`src/verilog/reset_seq_pkg.sv`:
```
// Overview of operation
// - seven reset causes are told apart
// - uninitialised group never sees ordinary reset
// - ordinary reset on por, run resets, pin wake
// - sleep wdt/master_clear_pin resets only update status bits and pc low
// - status bits encode which reset occurred
// - every reset loads pc low with ones
// - run master clear clears status bits 7..5
// - sleep master clear gives 0001 0uuu
// - sleep watchdog gives 0000 0uuu
// - run watchdog gives 0000 uuuu
// - pin wake gives 1001 0uuu
// - comparator wake gives 0101 0uuu
// - calibration value loaded into accumulator bits 7..2
// - pin select bit enables external master clear
// - hold timer counts only while master clear high
// - leave reset one period after master clear high
// - core held in reset while hold timer active
// - long hold after power-on, short otherwise
// - status bit layout: 7,6 wake, 4 timeout, 3 powerdown
// - sleep sets timeout, clears powerdown; watchdog clears timeout
package reset_seq_pkg;

	localparam int AXI_AW = 8;

	localparam int CLK_HZ          = 20_000_000;
	localparam int POR_HOLD_MS     = 18;
	localparam int SUB_HOLD_US     = 10;
	localparam int POR_HOLD_CYCLES = (POR_HOLD_MS * CLK_HZ + 999) / 1000;
	localparam int SUB_HOLD_CYCLES = (SUB_HOLD_US * CLK_HZ + 999_999) / 1_000_000;
	localparam int HOLD_CNT_W      = 19;

	localparam logic [5:0] IDX_PCL    = 6'h02;
	localparam logic [5:0] IDX_STATUS = 6'h03;
	localparam logic [5:0] IDX_CONFIG = 6'h08;
	localparam logic [5:0] IDX_CAUSE  = 6'h09;

	localparam logic [7:0] PCL_RESET      = 8'hff;
	localparam logic [7:0] STATUS_POR     = 8'h18;
	localparam logic [7:0] STATUS_SW_MASK = 8'hc7;
	localparam logic [7:0] CONFIG_RESET   = 8'h01;

	localparam int PIN_WAKE_BIT  = 7;
	localparam int CMP_WAKE_BIT  = 6;
	localparam int TIMEOUT_BIT   = 4;
	localparam int POWERDOWN_BIT = 3;
	localparam int CFG_MASTER_CLEAR_PIN_BIT  = 0;
	localparam int CFG_CAL_LSB   = 2;

	localparam logic [1:0] RESP_OKAY   = 2'b00;
	localparam logic [1:0] RESP_SLVERR = 2'b10;

	typedef enum logic [1:0] {
		ph_hold,
		ph_run,
		ph_sleep
	} phase_e;

	typedef enum logic [2:0] {
		cause_none,
		cause_por,
		cause_master_clear_pin_run,
		cause_master_clear_pin_sleep,
		cause_wdt_run,
		cause_wdt_sleep,
		cause_pin_wake,
		cause_cmp_wake
	} cause_e;

endpackage : reset_seq_pkg

```
`src/verilog/reset_cause_and_startup_hold.sv`:
```
module reset_cause_and_startup_hold #(
	parameter int POR_HOLD = reset_seq_pkg::POR_HOLD_CYCLES,
	parameter int SUB_HOLD = reset_seq_pkg::SUB_HOLD_CYCLES
) (
	input  wire logic                              core_clk,
	input  wire logic                              sys_rst,
	input  wire logic                              clk_en,
	input  wire logic                              master_clear_pin_n,
	input  wire logic                              watchdog_timeout,
	input  wire logic                              pin_wake_event,
	input  wire logic                              comparator_wake_event,
	input  wire logic                              sleep_enter,
	output logic                                   core_reset,
	output logic                                   ordinary_reset,
	output logic                                   accum_cal_load,
	output logic [5:0]                             accum_cal_value,
	output logic [7:0]                             program_counter_low,
	output logic [7:0]                             reset_cause_flags,
	output logic [2:0]                             reset_cause,
	input  wire logic [reset_seq_pkg::AXI_AW-1:0] s_axi_awaddr,
	input  wire logic                              s_axi_awvalid,
	output logic                                   s_axi_awready,
	input  wire logic [31:0]                       s_axi_wdata,
	input  wire logic [3:0]                        s_axi_wstrb,
	input  wire logic                              s_axi_wvalid,
	output logic                                   s_axi_wready,
	output logic [1:0]                             s_axi_bresp,
	output logic                                   s_axi_bvalid,
	input  wire logic                              s_axi_bready,
	input  wire logic [reset_seq_pkg::AXI_AW-1:0] s_axi_araddr,
	input  wire logic                              s_axi_arvalid,
	output logic                                   s_axi_arready,
	output logic [31:0]                            s_axi_rdata,
	output logic [1:0]                             s_axi_rresp,
	output logic                                   s_axi_rvalid,
	input  wire logic                              s_axi_rready
);
	import reset_seq_pkg::*;

	typedef struct packed {
		phase_e                phase;
		logic                  long_hold;
		logic [HOLD_CNT_W-1:0] hold_cnt;
		cause_e                cause;
		logic                  ordinary;
		logic                  accum_load;
		logic [7:0]            status;
		logic [7:0]            program_counter_low_byte;
		logic [7:0]            config_bits;
		logic                  aw_got;
		logic [5:0]            aw_idx;
		logic                  w_got;
		logic [31:0]           wdata;
		logic [3:0]            wstrb;
		logic                  bvalid;
		logic [1:0]            bresp;
		logic                  rvalid;
		logic [31:0]           rdata;
		logic [1:0]            rresp;
	} state_s;

	localparam logic [HOLD_CNT_W-1:0] POR_LAST = HOLD_CNT_W'(POR_HOLD - 1);
	localparam logic [HOLD_CNT_W-1:0] SUB_LAST = HOLD_CNT_W'(SUB_HOLD - 1);

	state_s cur_reg;
	state_s cur_next;
	logic   master_clear_pin_low;
	cause_e cause_now;

	// status update per reset cause
	function automatic logic [7:0] cause_status(input logic [7:0] s, input cause_e c);
		logic [7:0] r;
		r = s;
		case (c)
			cause_por:        r = STATUS_POR;
			cause_master_clear_pin_run:   r = {3'b000, s[4:0]};
			cause_master_clear_pin_sleep: r = {4'b0001, 1'b0, s[2:0]};
			cause_wdt_sleep:  r = {4'b0000, 1'b0, s[2:0]};
			cause_wdt_run:    r = {4'b0000, s[3:0]};
			cause_pin_wake:   r = {4'b1001, 1'b0, s[2:0]};
			cause_cmp_wake:   r = {4'b0101, 1'b0, s[2:0]};
			default:          r = s;
		endcase
		return r;
	endfunction : cause_status

	// pick the cause from phase and inputs
	function automatic cause_e pick_cause(input phase_e ph, input logic mc, input logic wd,
			input logic pw, input logic cw);
		cause_e c;
		c = cause_none;
		if (ph == ph_run) begin
			if (mc)
				c = cause_master_clear_pin_run;
			else if (wd)
				c = cause_wdt_run;
		end else if (ph == ph_sleep) begin
			if (mc)
				c = cause_master_clear_pin_sleep;
			else if (wd)
				c = cause_wdt_sleep;
			else if (pw)
				c = cause_pin_wake;
			else if (cw)
				c = cause_cmp_wake;
		end
		return c;
	endfunction : pick_cause

	assign master_clear_pin_low  = cur_reg.config_bits[CFG_MASTER_CLEAR_PIN_BIT] & ~master_clear_pin_n;
	assign cause_now = clk_en ? pick_cause(cur_reg.phase, master_clear_pin_low, watchdog_timeout,
		pin_wake_event, comparator_wake_event) : cause_none;

	// immediate assertion, clocked release
	assign core_reset = sys_rst | (cur_reg.phase == ph_hold) | (cause_now != cause_none);
	// uninitialised group is never wired to this
	assign ordinary_reset = sys_rst | ((cur_reg.phase == ph_hold) & cur_reg.ordinary);

	assign accum_cal_load      = cur_reg.accum_load;
	assign accum_cal_value     = cur_reg.config_bits[7:CFG_CAL_LSB];
	assign program_counter_low = cur_reg.program_counter_low_byte;
	assign reset_cause_flags   = cur_reg.status;
	assign reset_cause         = cur_reg.cause;

	assign s_axi_awready = ~cur_reg.aw_got & ~cur_reg.bvalid;
	assign s_axi_wready  = ~cur_reg.w_got & ~cur_reg.bvalid;
	assign s_axi_bvalid  = cur_reg.bvalid;
	assign s_axi_bresp   = cur_reg.bresp;
	assign s_axi_arready = ~cur_reg.rvalid;
	assign s_axi_rvalid  = cur_reg.rvalid;
	assign s_axi_rdata   = cur_reg.rdata;
	assign s_axi_rresp   = cur_reg.rresp;

	always_comb begin
		cur_next = cur_reg;
		if (clk_en) begin
			// write address and data, either order
			if (s_axi_awvalid && s_axi_awready) begin
				cur_next.aw_got = 1'b1;
				cur_next.aw_idx = s_axi_awaddr[7:2];
			end
			if (s_axi_wvalid && s_axi_wready) begin
				cur_next.w_got = 1'b1;
				cur_next.wdata = s_axi_wdata;
				cur_next.wstrb = s_axi_wstrb;
			end
			if (cur_reg.bvalid && s_axi_bready)
				cur_next.bvalid = 1'b0;
			if (cur_reg.aw_got && cur_reg.w_got) begin
				cur_next.aw_got = 1'b0;
				cur_next.w_got  = 1'b0;
				cur_next.bvalid = 1'b1;
				cur_next.bresp  = RESP_OKAY;
				case (cur_reg.aw_idx)
					IDX_PCL: begin
						if (cur_reg.wstrb[0])
							cur_next.program_counter_low_byte = cur_reg.wdata[7:0];
					end
					IDX_STATUS: begin
						if (cur_reg.wstrb[0])
							cur_next.status = (cur_reg.status & ~STATUS_SW_MASK)
								| (cur_reg.wdata[7:0] & STATUS_SW_MASK);
					end
					IDX_CONFIG: begin
						if (cur_reg.wstrb[0])
							cur_next.config_bits = {cur_reg.wdata[7:2], 1'b0, cur_reg.wdata[0]};
					end
					IDX_CAUSE: begin
					end
					default: begin
						cur_next.bresp = RESP_SLVERR;
					end
				endcase
			end
			// read channel
			if (cur_reg.rvalid && s_axi_rready)
				cur_next.rvalid = 1'b0;
			if (s_axi_arvalid && s_axi_arready) begin
				cur_next.rvalid = 1'b1;
				cur_next.rresp  = RESP_OKAY;
				cur_next.rdata  = 32'h0000_0000;
				case (s_axi_araddr[7:2])
					IDX_PCL:    cur_next.rdata[7:0] = cur_reg.program_counter_low_byte;
					IDX_STATUS: cur_next.rdata[7:0] = cur_reg.status;
					IDX_CONFIG: cur_next.rdata[7:0] = cur_reg.config_bits;
					IDX_CAUSE:  cur_next.rdata[7:0] = {cur_reg.ordinary, cur_reg.long_hold,
						cur_reg.phase, 1'b0, cur_reg.cause};
					default:    cur_next.rresp = RESP_SLVERR;
				endcase
			end
			// reset sequencing, hardware beats software writes
			cur_next.accum_load = 1'b0;
			case (cur_reg.phase)
				ph_hold: begin
					if (master_clear_pin_low) begin
						cur_next.hold_cnt = '0;
					end else if (cur_reg.hold_cnt == (cur_reg.long_hold ? POR_LAST : SUB_LAST)) begin
						cur_next.phase      = ph_run;
						cur_next.hold_cnt   = '0;
						cur_next.ordinary   = 1'b0;
						cur_next.accum_load = 1'b1;
					end else begin
						cur_next.hold_cnt = cur_reg.hold_cnt + 1'b1;
					end
				end
				ph_run, ph_sleep: begin
					if (cause_now != cause_none) begin
						cur_next.phase     = ph_hold;
						cur_next.long_hold = 1'b0;
						cur_next.hold_cnt  = '0;
						cur_next.cause     = cause_now;
						cur_next.status    = cause_status(cur_next.status, cause_now);
						cur_next.program_counter_low_byte       = PCL_RESET;
						// sleep wdt and master_clear_pin resume without reset state
						cur_next.ordinary  = (cause_now == cause_master_clear_pin_run) || (cause_now == cause_wdt_run)
							|| (cause_now == cause_pin_wake);
					end else if ((cur_reg.phase == ph_run) && sleep_enter) begin
						cur_next.phase                  = ph_sleep;
						cur_next.status[TIMEOUT_BIT]    = 1'b1;
						cur_next.status[POWERDOWN_BIT]  = 1'b0;
					end
				end
				default: begin
					cur_next.phase = ph_hold;
				end
			endcase
		end
	end

	always_ff @(posedge core_clk) begin
		if (sys_rst) begin
			cur_reg.phase       <= ph_hold;
			cur_reg.long_hold   <= 1'b1;
			cur_reg.hold_cnt    <= '0;
			cur_reg.cause       <= cause_por;
			cur_reg.ordinary    <= 1'b1;
			cur_reg.accum_load  <= 1'b0;
			cur_reg.status      <= STATUS_POR;
			cur_reg.program_counter_low_byte         <= PCL_RESET;
			cur_reg.config_bits <= CONFIG_RESET;
			cur_reg.aw_got      <= 1'b0;
			cur_reg.aw_idx      <= 6'h00;
			cur_reg.w_got       <= 1'b0;
			cur_reg.wdata       <= 32'h0000_0000;
			cur_reg.wstrb       <= 4'h0;
			cur_reg.bvalid      <= 1'b0;
			cur_reg.bresp       <= RESP_OKAY;
			cur_reg.rvalid      <= 1'b0;
			cur_reg.rdata       <= 32'h0000_0000;
			cur_reg.rresp       <= RESP_OKAY;
		end else begin
			cur_reg <= cur_next;
		end
	end

endmodule : reset_cause_and_startup_hold

```
`config.mk`:
```
export PLATFORM = sky130hd
export DESIGN_NAME = reset_cause_and_startup_hold
export DESIGN_NICKNAME = d
export VERILOG_FILES = /design/src/verilog/reset_seq_pkg.sv /design/src/verilog/reset_cause_and_startup_hold.sv
export SDC_FILE = /design/constraint.sdc
export NUM_CORES = 1
export LEC_CHECK = 0
export ABC_AREA = 1
export ABC_CLOCK_PERIOD_IN_PS = 1700
export BUFFER_PORTS_ARGS = -buffer_cell sky130_fd_sc_hd__buf_2
export CAP_MARGIN = 30
export CORE_UTILIZATION = 35
export DETAILED_ROUTE_END_ITERATION = 7
export GPL_TIMING_DRIVEN = 1
export PLACE_DENSITY_LB_ADDON = 0.15
export SLEW_MARGIN = 20
export SYNTH_ARGS = -nofsm -noshare
export SYNTH_HDL_FRONTEND = slang
export SYNTH_SLANG_ARGS = --single-unit
```
`constraint.sdc`:
```
create_clock -name core_clk -period 1.7 [get_ports core_clk]
set_input_delay 0.255 -clock core_clk [delete_from_list [all_inputs] [get_ports core_clk]]
set_output_delay 0.255 -clock core_clk [all_outputs]
set_load 0.05 [all_outputs]
```
=== Yosys cells after proc, flatten, opt, wreduce, memory -nomap -nowiden ===
Cells that the tools add are included.

* Output and inout bits: 69
* Input bits: 65
* Register bits after elaboration: 108

* Muxes and demuxes: 46
* $add $sub $neg: 1
* Bitwise logic cells: 13
* Eq/ne operators: 22
* Reduce and logical (&&, ||, !) cells: 32

{| class="wikitable"
|+ Operator list
! kind !! count
|-
| 19-bit two-way mux || 3
|-
| 8-bit one-hot mux with 7 select lines || 1
|-
| 8-bit two-way mux || 6
|-
| 19-bit one-hot mux with 2 select lines || 1
|-
| 37-bit two-way mux || 1
|-
| 35-bit two-way mux || 1
|-
| 3-bit two-way mux || 11
|-
| 8-bit one-hot mux with 4 select lines || 1
|-
| 25-bit two-way mux || 1
|-
| 6-bit by 2-bit == test with 1-bit output (second input constant) || 4
|-
| 6-bit by 4-bit == test with 1-bit output (second input constant) || 4
|-
| 23-bit two-way mux || 1
|-
| 2-bit two-way mux || 10
|-
| 19-bit by 1-bit adder with 19-bit output (second input constant) || 1
|-
| 19-bit == test || 1
|-
| 16-bit two-way mux || 1
|-
| 2-bit AND reduction || 8
|-
| 3-bit == test (second input constant) || 4
|-
| 11-bit two-way mux || 1
|-
| 2-bit nonzero test || 5
|-
| 6-bit by 8-bit bitwise OR with 8-bit output || 1
|-
| 4-bit AND reduction || 2
|-
| 4-bit OR reduction || 2
|-
| 1-bit logical AND || 7
|-
| other kinds (20) || 36
|}

=== Logic depth before layout (Yosys ltp) ===
Gate-level depths: netlist of the first run.

* Depth in word-level cells: 12
* Mapped depth: 15
* Depth with buffers taken out: 15

=== Worst setup path before layout of the first run ===
Ideal clock, no wire load.

* Path kind: register -> register
* Start: register cur_reg (netlist bit s_axi_bvalid)
* End: register cur_reg[43] (netlist name)
* Stages on the path, launching flop included: 6
* Data required time: 1.584 ns
* Buffers on the path: 1
* Library setup time: 0.116 ns
* Setup slack: -0.380 ns
* Arrival time: 1.964 ns
* Period minus slack after synthesis: 2.080 ns
* Cell sequence: dfxtp_1 > nor2_1 > nand3_1 > clkbuf_1 > o21ai_0 > nor2_1

* Longest elaborated chain between the ends: 4

{| class="wikitable"
|+ RTL lines
! what !! RTL line !! text
|-
| from (decl) || reset_cause_and_startup_hold.sv:65 || <nowiki>state_s cur_reg;</nowiki>
|-
| from (signal assigned) || reset_cause_and_startup_hold.sv:252 || <nowiki>cur_reg <= cur_next;</nowiki>
|-
| 1-bit inverter || reset_cause_and_startup_hold.sv:126 || <nowiki>assign s_axi_wready = ~cur_reg.w_got & ~cur_reg.bvalid;</nowiki>
|-
| 1-bit AND || reset_cause_and_startup_hold.sv:126 ||
|-
| via s_axi_wready || reset_cause_and_startup_hold.sv:26 || <nowiki>output logic s_axi_wready,</nowiki>
|-
| 1-bit logical AND || reset_cause_and_startup_hold.sv:142 || <nowiki>if (s_axi_wvalid && s_axi_wready) begin</nowiki>
|-
| 2-bit AND reduction (no source line) || n/a ||
|}

The timed path passes the listed nets, and every way through them passes these cells.
A chain may end at the register's enable or synchronous reset.

=== Worst setup path in the final report of the first run ===
* Start: register cur_reg[131] (netlist name)
* End: output core_reset

* Longest elaborated chain between the ends: 6

{| class="wikitable"
|+ RTL lines
! what !! RTL line !! text
|-
| 2-bit == test || reset_cause_and_startup_hold.sv:97 || <nowiki>end else if (ph == ph_sleep) begin</nowiki>
|-
| 3-bit two-way mux || reset_cause_and_startup_hold.sv:97 ||
|-
| 3-bit two-way mux || reset_cause_and_startup_hold.sv:92 || <nowiki>if (ph == ph_run) begin</nowiki>
|-
| 3-bit two-way mux || reset_cause_and_startup_hold.sv:111 || <nowiki>assign cause_now = clk_en ? pick_cause(cur_reg.phase, master_clear_pin_low, watchdog_timeout,</nowiki>
|-
| 3-bit nonzero test || reset_cause_and_startup_hold.sv:115 || <nowiki>assign core_reset = sys_rst | (cur_reg.phase == ph_hold) | (cause_now != cause_none);</nowiki>
|-
| 1-bit bitwise OR (*) || reset_cause_and_startup_hold.sv:115 ||
|-
| to (decl) || reset_cause_and_startup_hold.sv:13 || <nowiki>output logic core_reset,</nowiki>
|}

Every way passes the cells marked *; elsewhere a longest branch is shown, timed or not.

==> results of run 1 <==
## metrics by stage
| step | hold slack [ns] | util, % | std cells | setup TNS, ns | cell area, µm² |
|---|---|---|---|---|---|
| 2_1_floorplan | 0.422 | - | 697 | 0 | 4670 |
| 3_3_place_gp | 0.443 | 40.2 | 912 | -0.661 | 5070 |
| 3_5_place_dp | 0.449 | 40.2 | 912 | -1.75 | 5070 |
| 4_1_cts | 0.152 | 44.4 | 938 | -0.254 | 5600 |
| 5_1_grt | 0.165 | 46.4 | 940 | -3.45 | 5860 |
| 6_report | 0.161 | 46.4 | 940 | -1.22 | 5860 |
## per-layer routing
layer	up-vias	share of wire [%]
li1	2279	-
met1	2021	49
met2	119	45
met3	18	5.1
met4	0	1.7
met5	-	0
## what timing repair did
action / in CTS / in global routing
resized for setup: 44 / 69
cloned: 2 / 2
buffers inserted: 9 / 4
pin swaps: 6 / 25
endpoints found under the setup margin: 31 / 40
hold endpoints to repair: 0 / 0
## placed cells by master (no fill, tap or decap), types with 3 or more instances in the layout
| cell | Yosys | layout |
|---|---|---|
| buf_6 | 2 | 7 |
| conb_1 | 1 | 27 |
| o211ai_1 | 3 | 3 |
| nand3_1 | 35 | 27 |
| o21ai_1 | 4 | 5 |
| a31oi_1 | 7 | 4 |
| nand4_1 | 9 | 9 |
| mux2i_1 | 8 | 8 |
| xor2_1 | 3 | 3 |
| inv_1 | 60 | 52 |
| nor2_1 | 105 | 91 |
| buf_2 | 1 | 73 |
| nand2_2 | 4 | 14 |
| a22oi_1 | 8 | 8 |
| a21oi_1 | 42 | 36 |
| nand2_1 | 134 | 119 |
| nand3_2 | 2 | 10 |
| dfxtp_2 | 0 | 5 |
| o21ai_2 | 4 | 11 |
| inv_4 | 0 | 5 |
| dfxtp_1 | 78 | 72 |
| o21ai_0 | 48 | 39 |
| nor2_4 | 3 | 9 |
| buf_4 | 63 | 44 |
| a31oi_4 | 0 | 3 |
| nor3_1 | 9 | 8 |
| clkbuf_16 | 0 | 9 |
| nand2_4 | 2 | 6 |
| nor2_2 | 2 | 10 |
| a21oi_2 | 2 | 7 |
| inv_2 | 6 | 8 |
## worst reg2reg max path: cells and delay by family (launching register included)
kind / cells / cell delay [ns]
fa+ha+maj: 1 / 0.17
flops: 1 / 0.34
buf+inv: 6 / 0.57
compound gates: 1 / 0.10
simple gates: 7 / 0.59
## path summary, 6_finish.rpt
path              startpoint  slack (ns)  depth (start not counted)                     end
max             cur_reg[131]       -0.15                         10              core_reset
min          s_axi_awaddr[4]        0.16                          3             cur_reg[77]
min reg2reg      cur_reg[42]        0.46                          2  program_counter_low[0]
max reg2reg     cur_reg[131]       -0.13                         15            cur_reg[120]
## kinds of logic (layout without fill, tap and decap cells)
logic type / Yosys count / after routing / synth area share (%)
adder cells (fa/ha/maj): 4 / 4 / 1.10
other: 1 / 27 / 0.0825
XOR/XNOR: 4 / 4 / 0.771
buffers and inverters: 145 / 215 / 17.6
flip-flops: 78 / 78 / 34.3
AND/OR/NAND/NOR: 310 / 311 / 29.6
AO/OA/AOI/OAI: 121 / 121 / 14.7
multiplexers: 8 / 8 / 1.76
## cell type report
cell class,instances,share of cell area (%)
Tap cell,172,3.67
Clock buffer,11,4.31
Multi-Input combinational cell,475,44.6
Sequential cell,78,26.8
Timing Repair Buffer,128,14.6
Timing Repair inverter,2,0.384
Inverter,69,4.91
Clock inverter,5,0.683
## power breakdown
part           switching, mW  internal (mW)
combinational          0.459          0.186
sequential            0.0532           1.88
clock                  0.811           1.08
total                   1.32           3.15
==> metrics.md, run 1 <==
| Metric | Value |
|---|---|
| Seq cells post-synth | 78 |
| Std cell rows | 41 |
| Area of the core | 12600 µm² |
| Fill count | 1292 |
| H-Tree Depth | 3 |
| Gr usage total | 18.9% |
| Post-synth top cells | nand2_1, nor2_1, dfxtp_1 |
| Grt peak-use layer | met2 |
| DIE WIDTH | 116 µm |
| Syn. warnings | 0 |
| Met3 Resource Use GR | 3.35% |
| Remaining DRCs | 0 |
| Die height | 116 µm |
| Ys flop type | dfxtp_1 |
| Hold Path Class | input pin to flop |
| Final GP Congestion | 0.895 |
| Cell family with most CP delay | simple AND/OR/NAND/NOR gates |
| Crit-path cells | buf_6, ha_4, inv_4, nand3_2, nand2_2, nand2_2, nand2_4, inv_4, nand3_2, buf_8 |
| WL per Instance | 13.3 µm |
| Max Root-Sink Buffers | 2 |
| Syn Inst Count | 671 |
| Clock Latency Late Sink | 0.34 ns |
| Top cell type's share of synthesized area | 34.3% |
| Vias/cell | 4.72 |
| CTS tree | built |
| Root buf cell | clkbuf_16 |
| HPWL after detailed placement | 9060 µm |
| Max cap viols | 0 |
| Initial DRT Pass Iterations | 4 |
| Final setup violation count | 20 |
| Pleak | 2.60 nW |
| Synth Area per Inst | 6.78 µm² |
| Via count | 4437 |
| Critical-path top delay cell | dfxtp_2 |
| RSZ-0062 raised after global routing | true |
| Area delta synth->final | 28.9% |
| Fin crit period | 1.85 ns |
| CP Buf/Inv Count | 4 |
| Final worst-path cycle share | 109% |
| CP Max Fanout | 3 |
| Initial antenna violation count | 0 |
| PortBufs | 75 |
| PD cells | 764 nW/µm² |
| IO Pins | 134 |
| Sequential fraction of the synthesis area | 34.3% |
| Total wire length | 12500 µm |
| Largest net degree at the start of global routing | 20 |
| Clk_skew | 0.00691 ns |
| Antenna cell count | 0 |
| Clock sink count | 78 |
| Clock-pin slew on the worst setup and hold paths | 0.06 ns |
| Achievable frequency | 0.541 GHz |
| GRT overflow | 0 |
| Top-count cell post-synth | nand2_1 |
| Reg area | 1570 µm² |
| M1 GR Usage | 26.4% |
| VDD IR max | 0.548 mV |
| ANT nets after route | 0 |
| Multi-input logic area | 2610 µm² |
| Total Power | 4.47 mW |
| Final #Nets | 832 |
| Worst setup EP type | primary output |
| Max reg flops | 41 |
| Worst setup margin | -0.149 ns |
| DIE AREA | 13500 µm² |
| Fin. Hold Viols | 0 |
| Max Slew Vio Count | 0 |
| Worst EP required | 1.44 ns |
| Area leader, netlist | dfxtp_1 |
| Mapped Area | 4550 µm² |
| Status | complete, but fails checks |
| Hold buffers post-CTS | 0 |
| EDFF count, synth | 0 |
| M2 GR Usage | 28.8% |
| Synth async-reset ratio | 0% |
| Detailed Route Iter0 Violations | 239 |
| Share of layout cells above drive strength 1 | 32.4% |
| First-pass GRT wire length | 19600 µm |
| Failing checks | negative setup slack |
| Main area contributors after synthesis | dfxtp_1, nand2_1, buf_4, nor2_1, o21ai_0 |
| Worst path max stage delay | 0.34 ns |
| Netlist cell types | 40 |
| Worst setup path category | flop to primary output |
| Startpoint Class | flop |
| Cts bufs inserted | 9 |
| Number of global-route vias before repair | 3971 |
| Placement Setup Slack | -0.120 ns |
| WP data arrival | 1.59 ns |
| Initial core utilization | 36.0% |
Power figures use the tool's default switching activity.
==> inputs of run 2 (changes only) <==
--- a/config.mk
+++ b/config.mk
@@ -13,6 +13,7 @@
 export DETAILED_ROUTE_END_ITERATION = 7
 export GPL_TIMING_DRIVEN = 1
 export PLACE_DENSITY_LB_ADDON = 0.15
+export RECOVER_POWER = 100
 export SLEW_MARGIN = 20
 export SYNTH_ARGS = -nofsm -noshare
 export SYNTH_HDL_FRONTEND = slang
==> run 2 against run 1 <==
  * Final area is 1.2% lower
  * Largest cell class unchanged
  * Die area stayed put
  * Critical path depth stayed put
  * Via count is 0.32% higher
  * Highest routed layer unchanged
  * Routed wire length is 0.74% higher
  * Non-clock buffer count stayed put
  * The flow still finishes with violations (negative setup slack)
  * Maximum frequency is 0.27% lower
  * Sequential cell count stayed put
  * Critical path type unchanged
==> metrics.md, run 2 (synthesis results as in run 1) <==
| Metric | Value |
|---|---|
| DIE AREA | 13500 µm² (unchanged) |
| Worst setup EP type | primary output |
| ANT nets after route | 0 (unchanged) |
| Detailed Route Iter0 Violations | 227 (-5.0%) |
| Worst slew pin tran | 0.616 ns |
| Slew Limit Headroom | 59.1% |
| Failing checks | negative setup slack |
| Switching share of power | 29.7% (+0.13 points) |
| First-pass GRT wire length | 19600 µm (unchanged) |
| Fin crit period | 1.85 ns (+0.00501 ns) |
| Startpoint Class | flop |
| Critical-path top delay cell | dfxtp_2 |
| HPWL after detailed placement | 9060 µm (unchanged) |
| GRT overflow | 0 (unchanged) |
| Initial core utilization | 36.0% (unchanged) |
| WL per Instance | 13.4 µm (+0.74%) |
| Max Slew Vio Count | 0 (unchanged) |
| Fill count | 1313 (+1.6%) |
| Final worst-path cycle share | 109% (+0.30 points) |
| Share of layout cells above drive strength 1 | 27.0% (-5.5 points) |
| Achievable frequency | 0.539 GHz (-0.27%) |
| Gr usage total | 18.9% (unchanged) |
| Via count | 4451 (+0.32%) |
| DIE WIDTH | 116 µm (unchanged) |
| PortBufs | 75 (unchanged) |
| RSZ-0062 raised after global routing | true |
| Final setup violation count | 32 (+60%) |
| Worst path max stage delay | 0.34 ns (about the same) |
| Final GP Congestion | 0.895 (unchanged) |
| Area of the core | 12600 µm² (unchanged) |
| Initial DRT Pass Iterations | 4 (unchanged) |
| Largest net degree at the start of global routing | 20 (unchanged) |
| Sequential Power Share | 43.3% (about the same) |
| H-Tree Depth | 3 (unchanged) |
| Total wire length | 12600 µm (+0.74%) |
| Die height | 116 µm (unchanged) |
| Number of global-route vias before repair | 3971 (unchanged) |
| Remaining DRCs | 0 (unchanged) |
| Pint | 3.15 mW (-0.22%) |
| Worst setup path category | flop to primary output |
| Std cell rows | 41 (unchanged) |
| Fin. Hold Viols | 0 (unchanged) |
| Clk_skew | 0.00658 ns (-0.000326 ns) |
| Commonest non-fill, non-tap cells in the layout | nand2_1, nor2_1, dfxtp_1 |
| CTS tree | built |
| Commonest non-fill, non-tap cell in the layout | nand2_1 |
| Antenna cell count | 0 (unchanged) |
| Initial antenna violation count | 0 (unchanged) |
| Psw | 1.33 mW (+0.42%) |
| Final #Nets | 832 (unchanged) |
| IO Pins | 134 (unchanged) |
| TNS Setup | -1.40 ns (-0.179 ns) |
| WP data arrival | 1.60 ns (about the same) |
| Clock sink count | 78 (unchanged) |
| Clock Latency Late Sink | 0.35 ns (about the same) |
| PD cells | 773 nW/µm² (+1.2%) |
| Vias/cell | 4.74 (+0.32%) |
| Total Power | 4.47 mW (about the same) |
| CP Max Fanout | 3 (unchanged) |
| Pleak | 2.48 nW (-4.8%) |
| Worst setup margin | -0.154 ns (-0.00501 ns) |
| Hold Path Class | input pin to flop |
| Status | complete, but fails checks |
| CP Buf/Inv Count | 4 (unchanged) |
| Cts bufs inserted | 9 (unchanged) |
| Worst EP required | 1.44 ns (about the same) |
| Area delta synth->final | 27.3% |
| Root buf cell | clkbuf_16 |
| Max Root-Sink Buffers | 2 (unchanged) |
| Cell family with most CP delay | simple AND/OR/NAND/NOR gates |
| Crit-path cells | buf_6, ha_4, inv_4, nand3_2, nand2_2, nand2_2, nand2_4, inv_4, nand3_2, buf_8 |
| Combinational Power Share | 14.2% (-0.2 points) |
| Worst R2R Setup Slack | -0.12 ns (about the same) |
| Clock-pin slew on the worst setup and hold paths | 0.06 ns (about the same) |
| Clk pwr share | 42.4% (about the same) |
| VDD IR max | 0.550 mV (+0.24%) |
| Max reg flops | 41 (unchanged) |
| Hold buffers post-CTS | 0 (unchanged) |
| Max cap viols | 0 (unchanged) |
run 2: final cells by class:
cell class              instances  area, µm²  area share (%)
multi-input cells             475       2600            44.9
flip-flops and latches         78       1570            27.1
repair buffers                128        802            13.9
inverters                      69        288            4.97
clock buffers                  11        253            4.37
well taps                     172        215            3.72
clock inverters                 5       40.0           0.692
repair inverters                2       22.5           0.389
run 2: timing repair:
| action | in CTS | in global routing |
|---|---|---|
| setup endpoints to repair | 31 | 40 |
| gates cloned | 2 | 2 |
| pin swaps | 6 | 25 |
| gates resized for setup | 44 | 69 |
| buffers inserted | 9 | 4 |
run 2: power by group through the flow:
stage / registers (mW) / clock network, mW / logic [mW]
floorplan: 1.97 / 0 / 0.479
global placement: 1.98 / 0 / 0.570
detailed placement: 1.98 / 0 / 0.577
CTS: 1.94 / 1.94 / 0.608
global route: 1.94 / 2.03 / 0.700
finish: 1.94 / 1.90 / 0.637
run 2: per-layer routing:
layer  GRT usage [%]  part of all wire [%]  vias up
li1                -                     -     2279
met5               0                     0        -
met2            28.8                    44      128
met3            3.35                   5.9       19
met1            26.4                    48     2025
met4            7.18                   1.7        0
run 2: per-stage QoR:
step / utilization [%] / instances / setup slack [ns] / hold slack, ns / instance area (µm²)
4_1_cts: 44.4 / 938 / -0.134 / 0.152 / 5600
5_1_grt: 45.9 / 940 / -0.225 / 0.165 / 5790
3_5_place_dp: 40.2 / 912 / -0.120 / 0.449 / 5070
2_1_floorplan: - / 697 / 0.0172 / 0.422 / 4670
6_report: 45.9 / 940 / -0.154 / 0.156 / 5790
3_3_place_gp: 40.2 / 912 / -0.0732 / 0.443 / 5070
run 2: path summary, 6_finish.rpt:
check / end / cells past startpoint / start
setup / recovery: core_reset / 10 / cur_reg[131]
hold / removal: cur_reg[77] / 3 / s_axi_awaddr[4]
hold reg to reg: program_counter_low[0] / 2 / cur_reg[42]
setup reg to reg: cur_reg[120] / 15 / cur_reg[131]
run 2: worst reg2reg max path: stages, from the launching register on:
cell,delay (ns)
dfxtp_2,0.34
buf_6,0.11
ha_4,0.17
inv_4,0.06
nand3_2,0.08
nand2_2,0.08
nand2_2,0.08
nand2_4,0.08
inv_4,0.04
buf_12,0.12
nand2_8,0.06
nand2_8,0.13
buf_12,0.19
o21ai_2,0.10
inv_1,0.05
nor2_2,0.08
